**src/shared/pin_mux_pkg.sv**
```systemverilog
// constants shared by the port b/c/d override logic
// assumes a 100 mhz core clock
package pin_mux_pkg;
    // clock and spike filter timing
    localparam int CLK_PERIOD_NS  = 10;
    localparam int SPIKE_FILTER_NS = 50;
    localparam int SPIKE_CYCLES   =
        (SPIKE_FILTER_NS + CLK_PERIOD_NS - 1) / CLK_PERIOD_NS;
    localparam logic [2:0] SPIKE_LAST = 3'(SPIKE_CYCLES - 1);

    // sampled pin vector: {port b, port c, port d}
    localparam int SAMPLE_W = 24;
    localparam int PB_LSB   = 16;
    localparam int PC_LSB   = 8;
    localparam int PD_LSB   = 0;
    // scl (d0) and sda (d1) get the spike filter
    localparam logic [23:0] FILTER_MASK = 24'h000003;

    // port b spi bit positions
    localparam int SS_BIT   = 0;
    localparam int SCK_BIT  = 1;
    localparam int MOSI_BIT = 2;
    localparam int MISO_BIT = 3;

    // port d bit positions
    localparam int SCL_BIT  = 0;
    localparam int SDA_BIT  = 1;
    localparam int RX_BIT   = 2;
    localparam int TX_BIT   = 3;
    localparam int CAP_BIT  = 4;
    localparam int XCK_BIT  = 5;
    localparam int TM1_BIT  = 6;
    localparam int TM0_BIT  = 7;

    // address takeover limit per port c bit, bit 7 in the top field
    localparam logic [23:0] ADR_LIMIT = {3'h1, 3'h2, 3'h3, 3'h4,
                                         3'h5, 3'h6, 3'h7, 3'h7};

    // reset values
    localparam logic [7:0]  RST_BYTE   = 8'h00;
    localparam logic [23:0] RST_SAMPLE = 24'h000000;
endpackage : pin_mux_pkg

```
**src/shared/pin_sample_if.sv**
```systemverilog
// carrier between the override top and its pin sampler
// assumes both ends run on the same core clock
`timescale 1ns/1ps
`default_nettype none
interface pin_sample_if;
    import pin_mux_pkg::*;
    logic [SAMPLE_W-1:0] raw;
    logic [SAMPLE_W-1:0] clean;
    // the sampler turns raw pins into clean levels
    modport sampler (input raw, output clean);
    // the override logic supplies pins and reads levels
    modport user (output raw, input clean);
endinterface : pin_sample_if
`default_nettype wire

```
**src/hdl/pin_sampler.sv**
```systemverilog
// three-flop pin synchroniser with optional spike filter
// assumes pins are asynchronous to core_clk_i
`timescale 1ns/1ps
`default_nettype none
module pin_sampler
    import pin_mux_pkg::*;
(
    input  wire logic   core_clk_i,
    input  wire logic   sys_rst_i,
    pin_sample_if.sampler pins
);
    logic [SAMPLE_W-1:0] stage1;
    logic [SAMPLE_W-1:0] stage2;
    logic [SAMPLE_W-1:0] stage3;
    logic [SAMPLE_W-1:0] level;

    // three flops; stage1 feeds stage2 only
    always_ff @(posedge core_clk_i or posedge sys_rst_i) begin
        if (sys_rst_i) begin
            stage1 <= RST_SAMPLE;
            stage2 <= RST_SAMPLE;
            stage3 <= RST_SAMPLE;
        end else begin
            stage1 <= pins.raw;
            stage2 <= stage1;
            stage3 <= stage2;
        end
    end

    // accept a change once stage2 and stage3 agree long enough
    for (genvar i = 0; i < SAMPLE_W; i++) begin : g_bit
        logic [2:0] hold;
        always_ff @(posedge core_clk_i or posedge sys_rst_i) begin
            if (sys_rst_i) begin
                hold     <= 3'h0;
                level[i] <= 1'h0;
            end else if (stage2[i] != stage3[i] || stage3[i] == level[i]) begin
                hold <= 3'h0;
            end else if (!FILTER_MASK[i] || hold == SPIKE_LAST) begin
                hold     <= 3'h0;
                level[i] <= stage3[i];
            end else begin
                hold <= hold + 3'h1;
            end
        end
    end

    assign pins.clean = level;
endmodule : pin_sampler
`default_nettype wire

```
**src/hdl/port_bcd_alternate_override.sv**
```systemverilog
// override logic for ports b, c and d alternate functions
// assumes port registers and peripheral controls are on core_clk_i
// and that the pad ring resolves pullup, oe and out into the wire
//
// Overview of operation
// - spi slave forces select pin b0 to input, direction bit ignored
// - slave spi active only while select pin held low
// - master select pin follows its direction bit; pull-up follows port bit
// - compare outputs override value on b7..b4; pull-up and direction untouched
// - miso carries master input/slave output; mosi master output/slave input
// - b3..b0 overrides gated by spi enable and role; value never on select
// - port b input buffer forced on when pin-change mask and group enabled
// - c7..c4 drive address 15..12 when mask below 1..4, no pull-up
// - c3, c2 take address below mask 5, 6; c1, c0 below 7
// - port c bits 7..0 carry address bits 15..8 in order
// - d5 serial clock output when direction set, only in synchronous mode
// - serial transmitter enabled forces d3 output with transmit data
// - serial receiver forces d2 input; pull-up follows port bit
// - two-wire enable detaches d1 as sda, filters 50ns spikes, pulls low
// - d7, d6 feed timer count inputs; d4 feeds capture trigger
// - d3..d0 also serve as external interrupt inputs 3..0
// - miso input in master, mosi and sck input in slave
`timescale 1ns/1ps
`default_nettype none
module port_bcd_alternate_override
    import pin_mux_pkg::*;
(
    input  wire logic       core_clk_i,
    input  wire logic       sys_rst_i,
    // pins and port registers
    input  wire logic [7:0] pin_b_i,
    input  wire logic [7:0] pin_c_i,
    input  wire logic [7:0] pin_d_i,
    input  wire logic [7:0] port_b_i,
    input  wire logic [7:0] port_c_i,
    input  wire logic [7:0] port_d_i,
    input  wire logic [7:0] dir_b_i,
    input  wire logic [7:0] dir_c_i,
    input  wire logic [7:0] dir_d_i,
    input  wire logic       pull_up_disable_all_i,
    input  wire logic       sleep_input_off_i,
    // spi unit
    input  wire logic       spi_enable_bit_i,
    input  wire logic       spi_master_select_i,
    input  wire logic       spi_slave_out_i,
    input  wire logic       spi_master_out_i,
    input  wire logic       spi_sck_out_i,
    // timers, b7 shares two compare outputs
    input  wire logic [3:0] compare_en_i,
    input  wire logic [3:0] compare_val_i,
    input  wire logic       timer1_compare_c_en_i,
    input  wire logic       timer1_compare_c_out_i,
    // pin change group
    input  wire logic [7:0] pin_change_mask_i,
    input  wire logic       pin_change_group0_enable_i,
    // external memory
    input  wire logic       ext_mem_enable_i,
    input  wire logic [2:0] ext_mem_high_mask_i,
    input  wire logic [7:0] ext_addr_high_i,
    // second serial unit
    input  wire logic       serial1_sync_mode_i,
    input  wire logic       serial1_clk_out_i,
    input  wire logic       serial1_tx_en_i,
    input  wire logic       serial1_tx_data_i,
    input  wire logic       serial1_rx_en_i,
    // two-wire unit, 1 on the low inputs pulls the line low
    input  wire logic       two_wire_enable_i,
    input  wire logic       two_wire_sda_low_i,
    input  wire logic       two_wire_scl_low_i,
    input  wire logic [3:0] ext_irq_en_i,
    // pad controls
    output logic [7:0]      pb_pullup_o,
    output logic [7:0]      pb_oe_o,
    output logic [7:0]      pb_out_o,
    output logic [7:0]      pb_ie_o,
    output logic [7:0]      pc_pullup_o,
    output logic [7:0]      pc_oe_o,
    output logic [7:0]      pc_out_o,
    output logic [7:0]      pc_ie_o,
    output logic [7:0]      pd_pullup_o,
    output logic [7:0]      pd_oe_o,
    output logic [7:0]      pd_out_o,
    output logic [7:0]      pd_ie_o,
    // sampled levels back to the port and peripherals
    output logic [7:0]      pin_b_level_o,
    output logic [7:0]      pin_c_level_o,
    output logic [7:0]      pin_d_level_o,
    output logic            spi_master_in_o,
    output logic            spi_slave_in_o,
    output logic            spi_sck_in_o,
    output logic            spi_slave_active_o,
    output logic [7:0]      pin_change_in_o,
    output logic            timer0_count_input_o,
    output logic            timer1_count_input_o,
    output logic            capture1_trigger_input_o,
    output logic            serial1_ext_clock_in_o,
    output logic            serial1_rx_in_o,
    output logic [3:0]      ext_irq_in_o,
    output logic            sda_in_o,
    output logic            scl_in_o
);
    // one override slot: enable picks value over the normal bit
    function automatic logic [7:0] merge8(input logic [7:0] oe,
                                          input logic [7:0] ov,
                                          input logic [7:0] base);
        return (oe & ov) | (~oe & base);
    endfunction : merge8

    pin_sample_if pins ();
    logic [7:0] lvl_b;
    logic [7:0] lvl_c;
    logic [7:0] lvl_d;
    logic       spi_master;
    logic       spi_slave;
    logic       xck_drive;
    logic [7:0] nopud;
    logic [7:0] norm_ie;
    logic [7:0] c_take;
    logic [7:0] b_pull;
    logic [7:0] b_vsel;
    logic [7:0] b_vval;
    logic [7:0] b_iesel;
    logic [7:0] d_pull;
    logic [7:0] d_dsel;
    logic [7:0] d_dval;
    logic [7:0] d_vsel;
    logic [7:0] d_vval;
    logic [7:0] next_pb_ie;
    logic [7:0] next_pc_ie;
    logic [7:0] next_pd_ie;

    // pins into the synchroniser
    assign pins.raw = {pin_b_i, pin_c_i, pin_d_i};
    assign lvl_b    = pins.clean[PB_LSB +: 8];
    assign lvl_c    = pins.clean[PC_LSB +: 8];
    assign lvl_d    = pins.clean[PD_LSB +: 8];

    pin_sampler u_sampler (
        .core_clk_i (core_clk_i),
        .sys_rst_i  (sys_rst_i),
        .pins       (pins.sampler)
    );

    // shared terms
    assign spi_master = spi_enable_bit_i & spi_master_select_i;
    assign spi_slave  = spi_enable_bit_i & ~spi_master_select_i;
    assign xck_drive  = serial1_sync_mode_i & dir_d_i[XCK_BIT];
    assign nopud      = {8{~pull_up_disable_all_i}};
    assign norm_ie    = {8{~sleep_input_off_i}};

    // port b override slots
    always_comb begin
        b_pull = {4'h0, spi_master, spi_slave, spi_slave, spi_slave};
        b_vsel = {compare_en_i[3] | timer1_compare_c_en_i,
                  compare_en_i[2:0],
                  spi_slave, spi_master, spi_master, 1'h0};
        b_vval = {compare_en_i[3] ? compare_val_i[3] : timer1_compare_c_out_i,
                  compare_val_i[2:0],
                  spi_slave_out_i, spi_master_out_i, spi_sck_out_i,
                  1'h0};
        b_iesel = pin_change_mask_i & {8{pin_change_group0_enable_i}};
    end

    // port c address takeover per bit
    for (genvar i = 0; i < 8; i++) begin : g_addr
        assign c_take[i] = ext_mem_enable_i &
                           (ext_mem_high_mask_i < ADR_LIMIT[i*3 +: 3]);
    end

    // port d override slots
    always_comb begin
        d_pull = {4'h0, serial1_tx_en_i, serial1_rx_en_i,
                  two_wire_enable_i, two_wire_enable_i};
        d_dsel = {2'h0, xck_drive, 1'h0, serial1_tx_en_i, serial1_rx_en_i,
                  two_wire_enable_i, two_wire_enable_i};
        d_dval = {2'h0, 1'h1, 1'h0, 1'h1, 1'h0,
                  two_wire_sda_low_i, two_wire_scl_low_i};
        d_vsel = {2'h0, xck_drive, 1'h0, serial1_tx_en_i, 1'h0,
                  two_wire_enable_i, two_wire_enable_i};
        d_vval = {2'h0, serial1_clk_out_i, 1'h0, serial1_tx_data_i,
                  3'h0};
    end

    // input enables, shared by pad outputs and peripheral inputs
    assign next_pb_ie = merge8(b_iesel, 8'hff, norm_ie);
    assign next_pc_ie = norm_ie;
    assign next_pd_ie = merge8({4'h0, ext_irq_en_i}, 8'hff, norm_ie);

    // port b pads
    always_ff @(posedge core_clk_i or posedge sys_rst_i) begin
        if (sys_rst_i) begin
            pb_pullup_o <= RST_BYTE;
            pb_oe_o     <= RST_BYTE;
            pb_out_o    <= RST_BYTE;
            pb_ie_o     <= RST_BYTE;
        end else begin
            pb_pullup_o <= merge8(b_pull, port_b_i & nopud,
                                  port_b_i & ~dir_b_i & nopud);
            pb_oe_o     <= merge8(b_pull, 8'h00, dir_b_i);
            pb_out_o    <= merge8(b_vsel, b_vval, port_b_i);
            pb_ie_o     <= next_pb_ie;
        end
    end

    // port c pads
    always_ff @(posedge core_clk_i or posedge sys_rst_i) begin
        if (sys_rst_i) begin
            pc_pullup_o <= RST_BYTE;
            pc_oe_o     <= RST_BYTE;
            pc_out_o    <= RST_BYTE;
            pc_ie_o     <= RST_BYTE;
        end else begin
            pc_pullup_o <= merge8(c_take, 8'h00,
                                  port_c_i & ~dir_c_i & nopud);
            pc_oe_o     <= merge8(c_take, 8'hff, dir_c_i);
            pc_out_o    <= merge8(c_take, ext_addr_high_i, port_c_i);
            pc_ie_o     <= next_pc_ie;
        end
    end

    // port d pads
    always_ff @(posedge core_clk_i or posedge sys_rst_i) begin
        if (sys_rst_i) begin
            pd_pullup_o <= RST_BYTE;
            pd_oe_o     <= RST_BYTE;
            pd_out_o    <= RST_BYTE;
            pd_ie_o     <= RST_BYTE;
        end else begin
            pd_pullup_o <= merge8(d_pull, {5'h0, port_d_i[2:0]} & nopud,
                                  port_d_i & ~dir_d_i & nopud);
            pd_oe_o     <= merge8(d_dsel, d_dval, dir_d_i);
            pd_out_o    <= merge8(d_vsel, d_vval, port_d_i);
            pd_ie_o     <= next_pd_ie;
        end
    end

    // levels back to port registers, gated by input enable
    always_ff @(posedge core_clk_i or posedge sys_rst_i) begin
        if (sys_rst_i) begin
            pin_b_level_o <= RST_BYTE;
            pin_c_level_o <= RST_BYTE;
            pin_d_level_o <= RST_BYTE;
        end else begin
            pin_b_level_o <= lvl_b & next_pb_ie;
            pin_c_level_o <= lvl_c & next_pc_ie;
            pin_d_level_o <= lvl_d & next_pd_ie;
        end
    end

    // spi inputs and slave activity
    always_ff @(posedge core_clk_i or posedge sys_rst_i) begin
        if (sys_rst_i) begin
            spi_master_in_o    <= 1'h0;
            spi_slave_in_o     <= 1'h0;
            spi_sck_in_o       <= 1'h0;
            spi_slave_active_o <= 1'h0;
        end else begin
            spi_master_in_o    <= lvl_b[MISO_BIT] & next_pb_ie[MISO_BIT];
            spi_slave_in_o     <= lvl_b[MOSI_BIT] & next_pb_ie[MOSI_BIT];
            spi_sck_in_o       <= lvl_b[SCK_BIT] & next_pb_ie[SCK_BIT];
            spi_slave_active_o <= spi_slave & ~lvl_b[SS_BIT];
        end
    end

    // timer, serial, interrupt and two-wire inputs
    always_ff @(posedge core_clk_i or posedge sys_rst_i) begin
        if (sys_rst_i) begin
            pin_change_in_o          <= RST_BYTE;
            timer0_count_input_o     <= 1'h0;
            timer1_count_input_o     <= 1'h0;
            capture1_trigger_input_o <= 1'h0;
            serial1_ext_clock_in_o   <= 1'h0;
            serial1_rx_in_o          <= 1'h0;
            ext_irq_in_o             <= 4'h0;
            sda_in_o                 <= 1'h0;
            scl_in_o                 <= 1'h0;
        end else begin
            pin_change_in_o          <= lvl_b & next_pb_ie;
            timer0_count_input_o     <= lvl_d[TM0_BIT] & norm_ie[TM0_BIT];
            timer1_count_input_o     <= lvl_d[TM1_BIT] & norm_ie[TM1_BIT];
            capture1_trigger_input_o <= lvl_d[CAP_BIT] & norm_ie[CAP_BIT];
            serial1_ext_clock_in_o   <= lvl_d[XCK_BIT] & serial1_sync_mode_i;
            serial1_rx_in_o          <= lvl_d[RX_BIT] & next_pd_ie[RX_BIT];
            ext_irq_in_o             <= lvl_d[3:0] & next_pd_ie[3:0];
            sda_in_o                 <= lvl_d[SDA_BIT] & two_wire_enable_i;
            scl_in_o                 <= lvl_d[SCL_BIT] & two_wire_enable_i;
        end
    end
endmodule : port_bcd_alternate_override
`default_nettype wire

```
**config.mk**
```make
export PLATFORM = sky130hd
export DESIGN_NAME = port_bcd_alternate_override
export DESIGN_NICKNAME = d
export VERILOG_FILES = /design/src/shared/pin_mux_pkg.sv /design/src/shared/pin_sample_if.sv /design/src/hdl/pin_sampler.sv /design/src/hdl/port_bcd_alternate_override.sv
export SDC_FILE = /design/constraint.sdc
export NUM_CORES = 1
export LEC_CHECK = 0
export BUFFER_PORTS_ARGS = -buffer_cell sky130_fd_sc_hd__buf_2
export CAP_MARGIN = 20
export CELL_PAD_IN_SITES_DETAIL_PLACEMENT = 0
export CELL_PAD_IN_SITES_GLOBAL_PLACEMENT = 1
export CORE_ASPECT_RATIO = 0.5
export CORE_MARGIN = 8
export CORE_UTILIZATION = 41
export DETAILED_ROUTE_END_ITERATION = 8
export PLACE_DENSITY = 0.93
export SLEW_MARGIN = 20
export SYNTH_ARGS = -nofsm -noshare
export SYNTH_HDL_FRONTEND = slang
export SYNTH_SLANG_ARGS = --single-unit
```
**constraint.sdc**
```tcl
create_clock -name core_clk_i -period 17.5 [get_ports core_clk_i]
set_input_delay 0.875 -clock core_clk_i [delete_from_list [all_inputs] [get_ports core_clk_i]]
set_output_delay 0.875 -clock core_clk_i [all_outputs]
set_load 0.02 [all_outputs]
```
## Word-level counts from Yosys, hierarchy flattened

Index checks and enable logic that the tools add are counted.

- Add/sub/neg operators: 2
- Order comparisons: 7
- Eq/ne operators: 50
- Multiplexer cells: 5
- Bitwise gates (word level): 78
- Reductions and logical operators: 26

Operators by type and width:

| cell | number |
|---|---|
| 8-bit AND | 24 |
| 8-bit NOT | 6 |
| 8-bit bitwise OR | 6 |
| 1-bit == test | 24 |
| 1-bit logical OR | 24 |
| 1-bit != test | 24 |
| 4-bit NOT with 8-bit output | 3 |
| 1-bit AND | 21 |
| 4-bit by 8-bit AND with 8-bit output | 2 |
| 6-bit NOT with 8-bit output | 2 |
| 6-bit by 8-bit bitwise OR with 8-bit output | 2 |
| 6-bit AND | 2 |
| 3-bit less-than comparator, second input constant | 4 |
| 3-bit two-way mux | 4 |
| 3-bit by 8-bit AND with 8-bit output | 1 |
| 4-bit by 8-bit bitwise OR with 8-bit output | 1 |
| 3-bit by 1-bit adder with 3-bit output, second input constant | 2 |
| 3-bit == test, second input constant | 2 |
| 3-bit by 2-bit less-than comparator with 1-bit output, second input constant | 2 |
| 1-bit NOT | 6 |
| 4-bit AND | 1 |
| 2-bit AND reduction | 2 |
| 3-bit by 1-bit less-than comparator with 1-bit output, second input constant | 1 |
| 1-bit two-way mux | 1 |
| 1-bit bitwise OR | 1 |

- Register bits after elaboration: 230
- Output and inout port bits: 143
- Logic and storage cells: 224

## Logic depth before layout (Yosys ltp)

- Depth after elaboration: 5
- Mapped depth: 5
- Depth with buffers taken out: 5

## Hierarchy

Synthesis repeated with hierarchy kept, for this count alone.

- Cell total of the unflattened synthesis: 430
- Area, all modules: 6956.7 sq um

Modules (own cells, without submodules):

| module | times used | cells each | area each (sq um) | sequential area each (sq um) |
|---|---|---|---|---|
| port_bcd_alternate_override | 1 | 274 | 3950.0 | 2827.7 |
| pin_sampler | 1 | 156 | 3006.6 | 2552.4 |

## Worst setup path before layout

OpenSTA, ideal clock, no wires.

- Kind: input to register
- Start point: input ext_mem_high_mask_i[2]
- End point: register pc_out_o[7]
- Library setup time: 0.125 ns
- Data arrival time: 1.567 ns
- Setup slack: 15.808 ns
- Stages on the path: 3
- Path buffers: 0
- Cell sequence: nand2b_2 > nor3_2 > mux2_2

- Word-level cells in the longest chain between the ends: 5
- Elaborated cells between the ends (all ways): 6
- Classes of those cells: order compare: 1; bitwise: 5

Ends and longest elaborated chain:

| what | RTL line | RTL |
|---|---|---|
| start: declaration | port_bcd_alternate_override.sv:58 | `input wire logic [2:0] ext_mem_high_mask_i,` |
| 3-bit by 1-bit less-than comparator with 1-bit output * | port_bcd_alternate_override.sv:167 | `(ext_mem_high_mask_i < ADR_LIMIT[i*3 +: 3]);` |
| 1-bit AND * | port_bcd_alternate_override.sv:166 | `assign c_take[i] = ext_mem_enable_i &` |
| 8-bit NOT | port_bcd_alternate_override.sv:106 | `return (oe & ov) \| (~oe & base);` |
| 8-bit AND | port_bcd_alternate_override.sv:106 |  |
| 8-bit bitwise OR * | port_bcd_alternate_override.sv:106 |  |
| end signal: assignment | port_bcd_alternate_override.sv:216 | `pc_out_o <= merge8(c_take, ext_addr_high_i, port_c_i);` |
| end: declaration | port_bcd_alternate_override.sv:78 | `output logic [7:0] pc_out_o,` |

Mark *: on every way between the ends. The rest lies on a longest branch, timed or not.
A chain may end at the register's enable or synchronous reset.

==> metrics.txt <==
level count of the clock H-tree=1; cell with the largest stage delay on the worst path=dfrtp_1; cells after synthesis=~430; share of the synthesized area in the top cell type=0.7769; number of register bits inferred by synthesis=around 220; Data arrival, critical path=approximately 1.2 ns; fraction of final layout cells sized beyond drive strength 1=0.4686; crit-path cells=buf_2; clock tree from TritonCTS=built; number of buffers between clock root and the deepest sink=3; chip height=approximately 110 µm; Iteration-0 DRC Markers=roughly 140; power density over the cells=120.0 mW/mm²; Post-CTS Setup Repair Bufs=0; largest cells by area after synthesis=dfrtp_1 78%, buf_4 3.3%, maj3_1 3.2%, mux2_2 2.4%, nor3b_1 2.2%; count of yosys warnings during synthesis=0; share of total power in sequential cells=0.498; Crit path max-delay family=flip-flops; initial standard-cell utilization of the core=0.4214; count of buffers inserted at the top-level ports=approximately 270; via count of the first global-routing pass=4568; Min-Delay Path Depth=0; cell area after layout=between 0.009 and 0.01 mm²; pin count of the biggest net entering global routing=roughly 130; Max Clock Skew=between 0.006 and 0.007 ns; max-slew violations=0; worst reg2reg setup slack=about 16 ns; CTS Root Buffer Type=clkbuf_16; top-level I/O count=roughly 270; worst-case headroom to the max-slew limit=0.4291; startpoint of the most critical register-to-register path=u_sampler.g_bit[0].hold[0]$_DFF_PP0_; critical path's largest stage delay=0.47 ns; Seq/Total Area, Yosys=0.7769; setup repair after global routing missed its margin=no; Placement Rows=33; result of the run=finished, final reports clean; number of filler cells placed in the layout=roughly 1400; aggregate global routing overflow=0; detailed-route via count=around 4100; Post-layout nets=814; combined area of the multi-input logic cells=between 0.001 and 0.0015 mm²; synth-to-layout area growth=29.99%; total of endpoints with negative setup slack in the final report=0; share of the clock period used by the worst path=0.1164; DRT antenna net count=0; capture endpoint of the worst hold path=u_sampler.stage2[16]$_DFF_PP0_; Tmin final=between 2 and 2.5 ns; Fin Setup TNS=0 ns; Fmax=just under 500 MHz; switching power share of the total=0.2362; Net Sw Power=around 0.00026 W; synthesized area per cell=around 16 µm²; register area=0.005380 mm²; post-synthesis net count=approximately 560; routed length per instance=about 17 µm; Register-to-Register Path Depth=5; post-CTS resize count=0; largest area contributor in the netlist=dfrtp_1; post-synthesis instance area=roughly 0.0069 mm²; number of distinct library cells after synthesis=26; drt via density=4.455; kind of critical path=reg -> out; kind of capture point of the worst setup path=output port; antenna violations before repair=2; total die area=about 0.022 mm²; clk slew on worst S/H paths=about 0.06 ns; cell leakage power=about 4.5 nW; Tot GR Track Use=0.1412; Placer Congestion=approximately 0.73; internal cell power=0.0008253 W; combinational share of power=0.095; launch point of the worst hold path=u_sampler.stage1[16]$_DFF_PP0_; Num Clock Sinks=between 200 and 250; nature of the critical path startpoint=register; Placeable Area=roughly 0.016 mm²; drc violations=0; hold_buf cts=0; standard cell area after detailed placement=about 0.0083 mm²; buffers and inverters on the worst path=1; wire length reported by the detailed router=around 16 mm; global-route wire length before repair=approximately 24 mm; die width=199.8 µm; transition time of the tightest slew-check pin=about 0.86 ns; clock network latency to the later pin of the worst-skew pair=~0.48 ns; total CTS buffers=20; number of hold violations in the final report=0; reg2reg end=u_sampler.pins.clean[0]$_DFFE_PP0P_; critical path fanouts, max=12; Hold Crit Class=reg -> reg; largest voltage drop on the vdd net=58.80 µV; Maximum Capacitance Violations=0; first-pass iteration count of the detailed router=4; post-DP HPWL=about 12 mm; clock network fraction of design power=0.407; required time reported for the critical path endpoint=16.62 ns
## power groups by stage
stage	logic, W	registers [W]	clock network (W)
3_3_place_gp	0.000102	0.000547	0
5_1_grt	0.000111	0.000542	0.000472
4_1_cts	0.000105	0.000539	0.000455
3_5_place_dp	0.000104	0.000548	0
6_report	0.000102	0.000538	0.000440
2_1_floorplan	0.0000428	0.000568	0
## cells in the final DEF, fill, tap and decap left out, types with 8 or more instances in the layout
master,Yosys,layout
buf_2,1,266
dfrtp_1,215,215
nand2_1,31,31
maj3_1,22,22
clkbuf_16,0,21
nor3b_1,20,20
and2_1,19,19
nor2b_1,17,17
mux2_2,15,15
nand2b_1,12,12
nor2_1,8,8
## synth_stat cells
master and count:
nor2_1 8, maj3_1 22, nand3_1 1, nand2b_2 1, o21ai_0 4, o22a_1 2
mux2_2 15, nand2_1 31, and4bb_2 4, dfrtp_1 215, nor3_2 1, nand2b_1 12
inv_1 6, a21o_1 4, buf_2 1, nor2b_1 17, nor3b_1 20, or2_2 3
buf_4 30, ha_1 4, o211ai_1 2, mux2_4 1, mux2i_1 3, clkbuf_1 5
and2_1 19, nor4b_1 2
## sequential cells by signal (all words and copies together), names as in the netlist, 5 cells and up
signal and flops:
pb_ie_o 8, pd_pullup_o 8, u_sampler.stage2 24, pb_oe_o 8, pin_b_level_o 8, pd_oe_o 8
pd_out_o 8, pd_ie_o 5, pc_pullup_o 8, pc_out_o 8, u_sampler.stage1 24, u_sampler.pins.clean 24
pc_oe_o 8, u_sampler.stage3 24, pb_out_o 8, pb_pullup_o 8, pin_d_level_o 8, u_sampler.g_bit.hold 6
pin_c_level_o 8
## stage by stage
step | hold slack, ns | total power [W] | utilization | setup slack (ns) | instances
after floorplan | 0.3312 | 0.0006103 | - | 10.75 | 433
final | 0.3476 | 0.001081 | 0.5478 | 15.46 | 928
after CTS | 0.3493 | 0.001098 | 0.5474 | 15.27 | 927
after detailed placement | 0.3347 | 0.0006524 | 0.5055 | 14.75 | 891
after global placement | 0.3312 | 0.0006484 | 0.5055 | 14.85 | 891
after global routing | 0.3509 | 0.001125 | 0.5478 | 15.37 | 928
## worst max-delay path by stage
| stage | cells after the start | from | slack, ns | end |
|---|---|---|---|---|
| 6_report | 1 | pd_ie_o[6]$_DFF_PP0_ | 15.46 | pc_ie_o[1] |
| 5_1_grt | 1 | pd_ie_o[6]$_DFF_PP0_ | 15.37 | pc_ie_o[1] |
| 4_1_cts | 3 | sys_rst_i | 15.27 | pc_pullup_o[5]$_DFF_PP0_ |
| 3_5_place_dp | 3 | sys_rst_i | 14.75 | pc_out_o[3]$_DFF_PP0_ |
| 3_3_place_gp | 3 | sys_rst_i | 14.85 | u_sampler.pins.clean[2]$_DFFE_PP0N_ |
| 2_1_floorplan | 1 | sys_rst_i | 10.75 | pb_ie_o[0]$_DFF_PP0_ |
## kinds of logic (layout without fill, tap and decap cells)
logic type      Yosys count  count (layout)  share of synthesized area
simple gates            119             119                     0.1021
buf+inv                  42             309                    0.03921
flops                   215             215                     0.7769
mux                      19              19                    0.03089
compound gates           12              12                    0.01192
other cells               0               1                          0
fa+ha+maj                26              26                    0.03902
## cell type report
type,instances,area share
inverters,6,0.003336
well taps,227,0.03155
flip-flops and latches,215,0.5976
clock buffers,28,0.06796
diodes,1,0.0002780
repair buffers,267,0.1491
clock inverters,8,0.008617
multi-input cells,176,0.1415
## worst reg2reg max path: cells and delay by family (launching register included)
kind	cells	cell delay (ns)
buffers and inverters	1	0.07
adder cells (fa/ha/maj)	1	0.16
AND/OR/NAND/NOR	1	0.11
flip-flops	1	0.39
AO/OA/AOI/OAI	2	0.28
## layer usage
metal	part of all wire	global-route usage	vias to the layer above
met2	0.55	0.2637	110
met4	0.027	0.04648	2
met3	0.067	0.04306	38
li1	-	-	1889
met1	0.35	0.1523	2095
met5	0.00064	0	-
Power figures use the tool's default switching activity.
